--- src/tpm_pkg.sv ---
`default_nettype none
package tpm_pkg;
  localparam int          TPM_W          = 16;
  localparam int          TPM_NPEAK      = 5;
  localparam logic [15:0] TPM_TLM_INIT   = 16'h8000;
  localparam int          TPM_TEMP_SRC_BIT = 2;
  // Command codes seen by the register access port.
  localparam logic [7:0]  TPM_CMD_TEMP   = 8'h10;
  localparam logic [7:0]  TPM_CMD_PEAK0  = 8'h11;
  localparam logic [7:0]  TPM_CMD_CLEAR  = 8'h16;
  // Peak slots, offset from TPM_CMD_PEAK0.
  localparam int          TPM_PK_VOUT    = 0;
  localparam int          TPM_PK_VIN     = 1;
  localparam int          TPM_PK_TEMP    = 2;
  localparam int          TPM_PK_IOUT    = 3;
  localparam int          TPM_PK_IIN     = 4;
  localparam logic [1:0]  TPM_WR_MAX_BYTES = 2'h2;
  typedef logic [15:0] tpm_word_t;
endpackage
`default_nettype wire

--- src/tpm_peak_if.sv ---
`default_nettype none
interface tpm_peak_if;
  logic [15:0] sample;
  logic        valid;
  logic        clear;
  logic [15:0] peak;
  modport track (input sample, input valid, input clear, output peak);
  modport feed  (output sample, output valid, output clear, input peak);
endinterface
`default_nettype wire

--- src/tpm_monitor.sv ---
// Overview of operation
// (RQ1) Config bit 2 selects die or external sense.
// (RQ2) Scaling: 1 C/bit die, 4 mV/bit sense.
// (RQ3) Temperature reading is read-only 16-bit word.
// (RQ4) Output and input voltage peaks tracked.
// (RQ5) Temperature peak follows the temperature reading.
// (RQ6) Output and input current sense peaks tracked.
// (RQ7) Clear-all or peak write restarts peak tracking.
// (RQ8) Peak writes accept 0-2 bytes, data ignored.
// (RQ9) Host clears temperature peak on source change.
// (RQ10) Telemetry starts at 0x8000 until first conversion.
// (RQ11) Larger signed conversion replaces stored peak.
`default_nettype none
module tpm_monitor
  import tpm_pkg::*;
(
  // Clock and reset.
  input  wire logic            sys_clk,
  input  wire logic            sys_rst,
  // Telemetry initialisation events.
  input  wire logic            run_cycle,
  input  wire logic            maker_soft_reset,
  // Configuration.
  input  wire logic [7:0]      maker_configuration,
  // Conversion results.
  input  wire tpm_pkg::tpm_word_t output_voltage_reading,
  input  wire logic            output_voltage_valid,
  input  wire tpm_pkg::tpm_word_t input_voltage_reading,
  input  wire logic            input_voltage_valid,
  input  wire tpm_pkg::tpm_word_t output_current_reading,
  input  wire logic            output_current_valid,
  input  wire tpm_pkg::tpm_word_t input_current_reading,
  input  wire logic            input_current_valid,
  input  wire tpm_pkg::tpm_word_t die_temp_reading,
  input  wire logic            die_temp_valid,
  input  wire tpm_pkg::tpm_word_t external_temp_sense_pin,
  input  wire logic            external_temp_valid,
  // Register access port.
  input  wire logic [7:0]      cmd_code,
  input  wire logic            cmd_rd,
  input  wire logic            cmd_wr,
  input  wire logic [1:0]      cmd_wr_bytes,
  output var  tpm_pkg::tpm_word_t rd_data_reg,
  output var  logic            rd_ack_reg,
  output var  logic            cmd_err_reg
);
  import tpm_pkg::*;

  logic        tlm_init;
  logic        temp_ext;
  logic        temp_new_valid;
  tpm_word_t   temp_new;
  tpm_word_t   temp_reg;
  tpm_word_t   temp_next;
  tpm_word_t   rd_data_next;
  logic        rd_ack_next;
  logic        cmd_err_next;
  logic        clear_all;
  logic        wr_ok;
  logic        is_peak;
  logic [7:0]  peak_sel;
  tpm_word_t   samp  [TPM_NPEAK];
  logic        svld  [TPM_NPEAK];
  tpm_word_t   peak_val [TPM_NPEAK];

  localparam int TEMP_SRC_BIT_IDX = TPM_TEMP_SRC_BIT;

  assign tlm_init  = run_cycle | maker_soft_reset;
  assign temp_ext  = maker_configuration[TEMP_SRC_BIT_IDX];

  // Source select; both raw words already carry their own scaling.
  always_comb begin
    temp_new       = temp_ext ? external_temp_sense_pin : die_temp_reading; // RQ1 RQ2
    temp_new_valid = temp_ext ? external_temp_valid : die_temp_valid; // RQ1
    temp_next      = temp_reg;
    if (tlm_init) begin
      temp_next = TPM_TLM_INIT; // RQ10
    end else if (temp_new_valid) begin
      temp_next = temp_new;
    end
  end

  always_ff @(posedge sys_clk) begin
    if (sys_rst) begin
      temp_reg <= TPM_TLM_INIT; // RQ10
    end else begin
      temp_reg <= temp_next;
    end
  end

  always_comb begin
    samp[TPM_PK_VOUT] = output_voltage_reading; // RQ4
    svld[TPM_PK_VOUT] = output_voltage_valid;
    samp[TPM_PK_VIN]  = input_voltage_reading; // RQ4
    svld[TPM_PK_VIN]  = input_voltage_valid;
    samp[TPM_PK_TEMP] = temp_new; // RQ5
    svld[TPM_PK_TEMP] = temp_new_valid & ~tlm_init;
    samp[TPM_PK_IOUT] = output_current_reading; // RQ6
    svld[TPM_PK_IOUT] = output_current_valid;
    samp[TPM_PK_IIN]  = input_current_reading; // RQ6
    svld[TPM_PK_IIN]  = input_current_valid;
  end

  assign peak_sel  = cmd_code - TPM_CMD_PEAK0;
  assign is_peak   = (cmd_code >= TPM_CMD_PEAK0) && (peak_sel < 8'(TPM_NPEAK));
  assign wr_ok     = cmd_wr && (cmd_wr_bytes <= TPM_WR_MAX_BYTES); // RQ8
  assign clear_all = wr_ok && (cmd_code == TPM_CMD_CLEAR); // RQ7

  genvar g;
  generate
    for (g = 0; g < TPM_NPEAK; g++) begin : g_pk
      tpm_peak_if pif ();
      assign pif.sample  = samp[g];
      assign pif.valid   = svld[g] & ~tlm_init;
      assign pif.clear   = tlm_init | clear_all | (wr_ok && is_peak && (peak_sel == 8'(g))); // RQ7 RQ10
      assign peak_val[g] = pif.peak;
      tpm_peak_track u_track (
        .sys_clk (sys_clk),
        .sys_rst (sys_rst),
        .pk      (pif)
      );
    end
  endgenerate

  // Reads answer one cycle later; writes carry no data into any register.
  always_comb begin
    rd_data_next = rd_data_reg;
    rd_ack_next  = cmd_rd;
    cmd_err_next = 1'b0;
    if (cmd_rd) begin
      if (cmd_code == TPM_CMD_TEMP) begin
        rd_data_next = temp_reg; // RQ3
      end else if (is_peak) begin
        rd_data_next = peak_val[peak_sel[2:0]];
      end else begin
        rd_data_next = 16'h0000;
        cmd_err_next = 1'b1;
      end
    end else if (cmd_wr) begin
      cmd_err_next = !(wr_ok && (is_peak || cmd_code == TPM_CMD_CLEAR)); // RQ3 RQ8
    end
  end

  always_ff @(posedge sys_clk) begin
    if (sys_rst) begin
      rd_data_reg <= 16'h0000;
      rd_ack_reg  <= 1'b0;
      cmd_err_reg <= 1'b0;
    end else begin
      rd_data_reg <= rd_data_next;
      rd_ack_reg  <= rd_ack_next;
      cmd_err_reg <= cmd_err_next;
    end
  end
endmodule
`default_nettype wire

--- src/tpm_peak_track.sv ---
`default_nettype none
module tpm_peak_track
  import tpm_pkg::*;
(
  // Clock and reset.
  input wire logic    sys_clk,
  input wire logic    sys_rst,
  // Measurement feed and peak result.
  tpm_peak_if.track   pk
);
  logic [15:0] peak_reg;
  logic [15:0] peak_next;

  // A clear restarts tracking; a sample in the same cycle becomes the first peak.
  always_comb begin
    peak_next = peak_reg;
    if (pk.clear) begin
      peak_next = pk.valid ? pk.sample : TPM_TLM_INIT; // RQ7
    end else if (pk.valid && ($signed(pk.sample) > $signed(peak_reg))) begin
      peak_next = pk.sample; // RQ11
    end
  end

  always_ff @(posedge sys_clk) begin
    if (sys_rst) begin
      peak_reg <= TPM_TLM_INIT; // RQ10
    end else begin
      peak_reg <= peak_next;
    end
  end

  assign pk.peak = peak_reg;
endmodule
`default_nettype wire

--- config.mk ---
export PLATFORM = sky130hd
export DESIGN_NAME = tpm_monitor
export DESIGN_NICKNAME = d
export VERILOG_FILES = /design/src/tpm_pkg.sv /design/src/tpm_peak_if.sv /design/src/tpm_monitor.sv /design/src/tpm_peak_track.sv
export SDC_FILE = /design/constraint.sdc
export NUM_CORES = 1
export LEC_CHECK = 0
export BUFFER_PORTS_ARGS = -buffer_cell sky130_fd_sc_hd__buf_2
export CAP_MARGIN = 10
export CORE_MARGIN = 2
export CORE_UTILIZATION = 56
export DETAILED_ROUTE_END_ITERATION = 16
export GPL_TIMING_DRIVEN = 0
export PLACE_DENSITY_LB_ADDON = 0.05
export SETUP_SLACK_MARGIN = 0.15
export SLEW_MARGIN = 10
export SYNTH_ARGS = -nofsm -noshare
export SYNTH_HDL_FRONTEND = slang
export SYNTH_SLANG_ARGS = --single-unit
--- constraint.sdc ---
create_clock -name sys_clk -period 3.9 [get_ports sys_clk]
set_clock_uncertainty 0.15 [all_clocks]
set_input_delay 0.195 -clock sys_clk [delete_from_list [all_inputs] [get_ports sys_clk]]
set_output_delay 0.195 -clock sys_clk [all_outputs]
set_load 0.005 [all_outputs]
---- Yosys cells after proc, flatten, opt, wreduce, memory -nomap -nowiden ----
Index checks and enable logic that the tools add are counted.
word-level totals
  flip-flop bits (word level) ............. 114
  word-level logic and storage cells ...... 90
  output and inout bits ................... 18
  input port bits ......................... 126
cells by class
  bitwise operators ....................... 15
  equal/unequal tests ..................... 6
  $lt $le $gt $ge ......................... 9
  reduce and logical (&&, ||, !) cells .... 24
  mux-type cells .......................... 26
  add/sub/neg operators ................... 1
operators by type and width
  operator                                               number
  two-way mux 16 bit                                     20
  greater-than comparator 16 bit                         5
  binary-select mux 16 bit (select 3 bit)                1
  == test 8 x 2 -> 1 bit, second input constant          2
  == test 8 x 5 -> 1 bit, second input constant          2
  logical AND 1 bit                                      15
  nonzero test 2 bit                                     5
  == test 8 x 1 -> 1 bit, second input constant          1
  == test 8 x 3 -> 1 bit, second input constant          1
  >= comparator 8 x 5 -> 1 bit, second input constant    1
  logical NOT 8 bit                                      1
  < comparator 8 x 3 -> 1 bit, second input constant     1
  subtractor 8 x 5 -> 8 bit, second input constant       1
  bitwise OR 1 bit                                       7
  bitwise AND 1 bit                                      6
  two-way mux 1 bit                                      5
  >= comparator 4 bit, second input constant             1
  NOT 3 -> 4 bit                                         1
  less-or-equal comparator 2 bit, second input constant  1
  OR reduction 2 bit                                     1
  logical NOT 1 bit                                      1
  logical OR 1 bit                                       1
  NOT 1 bit                                              1

---- Depth between registers and ports, before layout ----
Gate-level depths: netlist of run 1.
  word-level depth ........................ 8
  mapped depth ............................ 13
  gate-level depth less buffers ........... 10

---- By module ----
From an unflattened synthesis of run 1, not the netlist that was laid out.
second synthesis, totals
  cells, all modules ...................... 940
  area total of the unflattened synthesis .. 8121.5 µm²
by module, submodules not included
  module                                instances  cells an instance  area an instance (µm²)  seq. area each (µm²)
  tpm_peak_track (g_pk[0].u_track ...)  3          119                1062.3                  320.3
  tpm_monitor                           1          329                2767.7                  680.7
  tpm_peak_track (g_pk[3].u_track ...)  2          127                1083.5                  320.3

---- Worst setup path before layout of run 1 ----
No wires, ideal clock.
  path kind ............................... input port to flip-flop
  from .................................... input maker_configuration[2]
  to ...................................... register g_pk[2].u_track.peak_reg[15]
  stages .................................. 13
  required time ........................... 3.615 ns
  buffers on the path ..................... 4
  library setup time ...................... 0.135 ns
  arrival ................................. 3.036 ns
  setup slack ............................. 0.579 ns
  path through ............................ buf_2 > buf_1 > mux2_2 > ha_1 > a21o_1 > a21o_1 > a211oi_1 > o31ai_1 > o211ai_1 > and3_1 > clkbuf_1 > clkbuf_1 > a22oi_1
between the ends
  elaborated cells on any way between the ends .. 10
  classes of those cells .................. order compare (1); mux (5); bitwise (2); reduce/logical (2)
RTL lines
  element                              line                  text
  start: declaration                   tpm_monitor.sv:24     input wire logic [7:0] maker_configuration,
  two-way mux 16 bit                   tpm_monitor.sv:73     temp_new = temp_ext ? external_temp_sense_pin : die_temp_reading;
  net g_pk[2].pif.sample[9]            tpm_peak_if.sv:3      logic [15:0] sample;
  greater-than comparator 16 bit       tpm_peak_track.sv:19  end else if (pk.valid && ($signed(pk.sample) > $signed(peak_reg))) begin
  logical AND 1 bit                    tpm_peak_track.sv:19
  nonzero test 2 bit (no source line)  -
  end signal: assignment               tpm_peak_track.sv:28  peak_reg <= peak_next;
  end: declaration                     tpm_peak_track.sv:11  logic [15:0] peak_reg;
The timed path passes the listed nets, and every way through them passes these cells. The select of a mux whose other input is x is not followed.
A chain may end at the register's enable or synchronous reset.

---- Final worst setup path of run 1 ----
  from .................................... input maker_configuration[2]
  to ...................................... register g_pk[2].u_track.peak_reg[13]
The elaborated chain is that of the path after synthesis.

==> reports/metrics.cfg, run 1 <==
[logic_synthesis]
syn_area_per_cell_um2=8.61
syn_nets=1059
synth_seq_cells=114
syn_area_um2=7300
synth_compound_area_share_pct=23.6
synth-edff-count=0
yosysWarnings=0
synth_xor_area_share_pct=0.462
synth_cell_types=59
synthSimpleGateAreaFrac_pct=14.1
synthMuxAreaShare_pct=7.98
synth_fa_ha_area_share_pct=14.6
async_flop_share_pct=0
synth_top_family_by_area=compound AO/OA/AOI/OAI gates
synth_top_flop_cell=dfxtp_1
synthesis.instances=848
synth-seq-area-share_pct=31.2

[place]
place.gp.congestion=0.872
io_buffer_count=133
dp.cells=1153
dp_hpwl_mm=16.1
dpl_cell_area_um2=8190

[sta]
period_share_pct=89.9
holdWs_ns=0.0246
slew_violations=0
setup_viol=0
hold_viol=0
period_minus_slack_ns=3.50
slew_headroom_pct=35.6
tightest_slew_ns=0.962
fin_setup_tns_ns=0
max_freq_ghz=0.285
rsz0062_at_grt=false

[clock_network]
cts_sinks=114
numCtsBuffers=17
ctsHoldBuffers=67
cts_setup_buffers=0
cts_resized=0
cts-root-buf=clkbuf_16
path_clk_slew_ns=0.05
cts_buffer_depth=2
clock_latency_ns=0.42
tritoncts=done
htree_levels=4

[worst_setup_path]
worstPathCellList=buf_2 > buf_1 > mux2_2 > ha_1 > a21o_1 > a21o_1 > a211oi_1 > o31ai_1 > o211ai_1 > and3_1 > clkbuf_1 > clkbuf_1 > a22o_1
cp_num_cells=13
cp_slowest_cell=buf_1
start_kind=input port
cp_top_family=buffers and inverters
r2r_cells=10
timing.rr.end=g_pk[3].u_track.pk.peak[4]
cp_max_fo=10
cpPeakStageDelay_ns=0.48
required_ns=4.11
cp-end-kind=flop
arrival_ns=3.71
r2r-start=g_pk[3].u_track.pk.peak[11]
path_buf_inv=4
rrSetupSlack_ns=0.70
critical_path_class=input port to flop

[final_layout]
largest_register_ffs=80
multiInputGateArea_um2=4440
syn_to_final_growth_pct=29.8
instances_no_fill=1252
regArea_um2=2280
fillers=957
nNetsFinal=1278
antenna_cells=0
finalInstanceArea_um2=9480
drive_above_1_share_pct=21.2

[die]
die_w_um=118
ios=144
die_area_um2=14000
die_h_um=118
fp-row-count=41
start_util_pct=57.6
coreArea_um2=12700

[pwr]
ir_worst_vdd_uv=289
p_leak_nw=3.95
power_mw=3.50
p_per_area_nw_per_um2=369

[run]
drv_cap=0

[worst_hold_path]
hp-start=external_temp_sense_pin[11]
hp-class=input port to flop
holdPathEnd=g_pk[2].u_track.pk.peak[11]
holdPathStages=3

[global_route]
top_usage_layer=met2
met2_usage_pct=52.5
use_met3_pct=6.03
grtUsageTotal_pct=32.0
grt_max_degree=17
grt_pass1_wl_mm=35.3
grt_antenna_before_repair=0
grt_pass1_vias=7130
met1_usage_pct=40.2
overflow=0

[drt]
wl_per_cell_um=17.4
ant_nets=0
wirelength_mm=21.8
via_per_inst=5.72
drt_iter0_markers=460
remaining_drc_errors=0
vias=7164
drt-pass1-iter-count=5

[status]
status=complete, no violations

cells in the mapped netlist, drive strengths merged, types with 3 or more instances:
master | instances | area share [%]
a211oi | 20 | 2.1
a21boi | 4 | 0.41
a21o | 7 | 0.72
a21oi | 49 | 3.4
a22o | 31 | 3.7
a22oi | 18 | 1.8
a31o | 3 | 0.36
and3 | 3 | 0.26
and4 | 3 | 0.36
buf | 15 | 1.1
clkbuf | 29 | 1.5
dfxtp | 114 | 31
ha | 85 | 15
inv | 104 | 5.3
mux2 | 18 | 2.8
mux4 | 16 | 4.9
nand2 | 135 | 6.9
nand2b | 4 | 0.34
nand3 | 4 | 0.27
nand3b | 3 | 0.31
nand4 | 15 | 1.4
nor2 | 38 | 2.0
nor2b | 7 | 0.60
nor3 | 7 | 0.48
nor4 | 5 | 0.43
o211ai | 6 | 0.62
o21ai | 29 | 2.0
o221ai | 15 | 1.8
o32ai | 31 | 4.6
or2 | 3 | 0.26
layout by cell type, fill, tap and decap left out, types with 4 or more instances in the layout:
cell type,n
nand2b_1,4
a22o_1,31
nor4_1,5
o32ai_1,22
nor3_1,7
nand2_1,135
o21ai_0,8
a211oi_1,20
mux4_2,16
clkbuf_16,17
ha_1,85
nor2_1,38
o21ai_1,21
a21boi_1,4
nor2b_1,7
o211ai_1,6
dlygate4sd3_1,67
clkinv_2,6
o32ai_2,9
a22oi_1,18
nand4_1,14
dfxtp_1,114
o221ai_1,15
nand3_1,4
buf_2,142
mux2_2,18
a21oi_1,48
bufinv_16,4
a21o_1,7
inv_1,104
clkbuf_1,30
layer usage:
metal / share of wire, % / wire length, um
met1: 43 / 9390
met3: 6.4 / 1400
met4: 4.6 / 1010
met2: 46 / 9970
met5: 0 / 0
worst reg2reg max path, delay by kind of cell (launching register included):
family,cells,cell delay (ns)
AOI/OAI and AO/OA,4,0.94
adders and majority gates,1,0.30
buffers and inverters,2,0.48
and+or+nand+nor,3,0.70
DFF,1,0.49
how the worst max path moves through the flow:
| stage | from | to | slack (ns) |
|---|---|---|---|
| 2_1_floorplan | maker_configuration[2] | g_pk[2].u_track.pk.peak[15] | 0.58 |
| 3_3_place_gp | maker_configuration[2] | g_pk[2].u_track.pk.peak[15] | -0.07 |
| 3_5_place_dp | maker_configuration[2] | g_pk[2].u_track.pk.peak[15] | -0.02 |
| 4_1_cts | maker_configuration[2] | g_pk[2].u_track.pk.peak[13] | 0.41 |
| 5_1_grt | maker_configuration[2] | g_pk[2].u_track.pk.peak[13] | 0.17 |
| 6_report | maker_configuration[2] | g_pk[2].u_track.pk.peak[13] | 0.40 |
cell type report:
class / instances / area share (%)
multi-input cells: 585 / 46.8
clock buffers: 21 / 4.96
plain buffers: 44 / 2.02
repair buffers: 200 / 14.1
inverters: 105 / 4.16
well taps: 172 / 2.27
flip-flops and latches: 114 / 24.1
clock inverters: 11 / 1.66
cells by family after synthesis:
logic type,Yosys count
flip-flops,114
buffers and inverters,149
XOR/XNOR,3
AO/OA/AOI/OAI,229
adder cells (fa/ha/maj),85
multiplexers,36
AND/OR/NAND/NOR,232
metrics by stage:
stage	setup WS (ns)	utilization, %
6_report	0.396	74.8
5_1_grt	0.165	74.8
4_1_cts	0.411	74.8
3_5_place_dp	-0.0231	64.6
3_3_place_gp	-0.0668	64.6
2_1_floorplan	0.579	-
power breakdown:
group          internal, mW  total (mW)  leakage (nW)  switching (mW)
Combinational         0.276       0.602          2.71           0.325
Sequential             1.21        1.24         0.928          0.0326
Clock                  1.11        1.66         0.312           0.547
Note: power is estimated with default switching activity, not from simulation.
==> run 2: changes to the inputs <==
--- a/config.mk
+++ b/config.mk
@@ -12,6 +12,7 @@
 export DETAILED_ROUTE_END_ITERATION = 16
 export GPL_TIMING_DRIVEN = 0
 export PLACE_DENSITY_LB_ADDON = 0.05
+export RECOVER_POWER = 50
 export SETUP_SLACK_MARGIN = 0.15
 export SLEW_MARGIN = 10
 export SYNTH_ARGS = -nofsm -noshare
==> run 2 against run 1 <==
Critical path depth decreased by 1. Sequential power about the same. Register-to-register slack got worse by 0.24 ns. Combinational power decreased by 1%. Cell count unchanged. Critical path type unchanged. Largest power group unchanged. Highest routed layer unchanged.
==> reports/metrics.cfg, run 2 (same netlist as run 1, synthesis figures left out) <==
[drt]
vias=7237
remaining_drc_errors=0
via_per_inst=5.78
drt_iter0_markers=524
drt-pass1-iter-count=5
wl_per_cell_um=17.4
ant_nets=0
wirelength_mm=21.8

[final_layout]
antenna_cells=0
drive_above_1_share_pct=19.4
final_cell_mix=135 x nand2_1, 129 x buf_2, 114 x dfxtp_1, 104 x inv_1, 85 x ha_1
syn_to_final_growth_pct=29.0
layout_commonest_cell=nand2_1
largest_register_ffs=80
finalInstanceArea_um2=9420
nNetsFinal=1278

[clock_network]
numCtsBuffers=17
ctsHoldBuffers=67
htree_levels=4
tritoncts=done
cts_setup_buffers=0
cts_sinks=114
cts-root-buf=clkbuf_16
cts_resized=0
path_clk_slew_ns=0.05
clock_latency_ns=0.42
cts_buffer_depth=2

[sta]
slew_headroom_pct=34.8
tightest_slew_ns=0.975
period_minus_slack_ns=3.56
setup_viol=0
fin_setup_tns_ns=0
holdWs_ns=0.0322
period_share_pct=91.2
max_freq_ghz=0.281
hold_viol=0
rsz0062_at_grt=false
slew_violations=0

[die]
die_w_um=118
die_area_um2=14000
ios=144
fp-row-count=41
start_util_pct=57.6
die_h_um=118
coreArea_um2=12700

[global_route]
grt_max_degree=17
overflow=0
grtUsageTotal_pct=32.0
grt_antenna_before_repair=0
grt_pass1_wl_mm=35.3
grt_pass1_vias=7130

[pwr]
ir_worst_vdd_uv=283
p_per_area_nw_per_um2=371
p_leak_nw=3.89
power_mw=3.49

[status]
status=complete, no violations

[worst_setup_path]
cp-end-kind=flop
required_ns=4.10
critical_path_class=input port to flop
cp_max_fo=10
arrival_ns=3.76
start_kind=input port

[place]
dpl_cell_area_um2=8190
io_buffer_count=133
place.gp.congestion=0.872
dp_hpwl_mm=16.1

[worst_hold_path]
hp-class=input port to flop

[run]
drv_cap=0

run 2: metal layers:
layer  vias up  share of wire [%]  track usage (%)
met5         -                  0                0
met1      3372                 44             40.2
met3        66                5.8             6.03
met2       278                 46             52.5
li1       3521                  -                -
met4         0                4.7             16.3
run 2: power breakdown:
group,leakage [nW],switching [mW],total (mW),internal (mW)
Sequential,0.928,0.0329,1.24,1.21
Combinational,2.65,0.324,0.596,0.272
Clock,0.312,0.545,1.66,1.11
run 2: per-stage QoR:
step | instances | setup WS (ns) | util, %
6_report | 1252 | 0.345 | 74.4
4_1_cts | 1252 | 0.411 | 74.8
3_5_place_dp | 1153 | -0.0231 | 64.6
2_1_floorplan | 848 | 0.579 | -
5_1_grt | 1252 | 0.0938 | 74.4
3_3_place_gp | 1153 | -0.0668 | 64.6
run 2: final cells by class:
| class | count | area [um2] |
|---|---|---|
| Timing Repair Buffer | 200 | 1320 |
| Clock inverter | 11 | 158 |
| Buffer | 44 | 181 |
| Inverter | 105 | 394 |
| Clock buffer | 21 | 470 |
| Fill cell | 978 | 3250 |
| Multi-Input combinational cell | 585 | 4400 |
| Tap cell | 172 | 215 |
| Sequential cell | 114 | 2280 |
run 2: critical path, cell delays in order:
cell       delay, ns
buf_2           0.13
buf_4           0.21
clkbuf_1        0.53
inv_1           0.15
ha_1            0.31
xnor2_1         0.53
nand2_1         0.19
a2111oi_2       0.39
a21oi_1         0.15
o32ai_2         0.53
buf_4           0.27
a22o_1          0.14
run 2: path summary, 6_finish.rpt:
check	start	endpoint	slack (ns)	cells past startpoint
max	cmd_code[0]	g_pk[2].u_track.pk.peak[13]	0.34	12
min	external_temp_sense_pin[11]	g_pk[2].u_track.pk.peak[11]	0.03	3
max reg2reg	g_pk[3].u_track.pk.peak[11]	g_pk[3].u_track.pk.peak[0]	0.46	11
min reg2reg	temp_reg[4]	temp_reg[4]	0.31	2
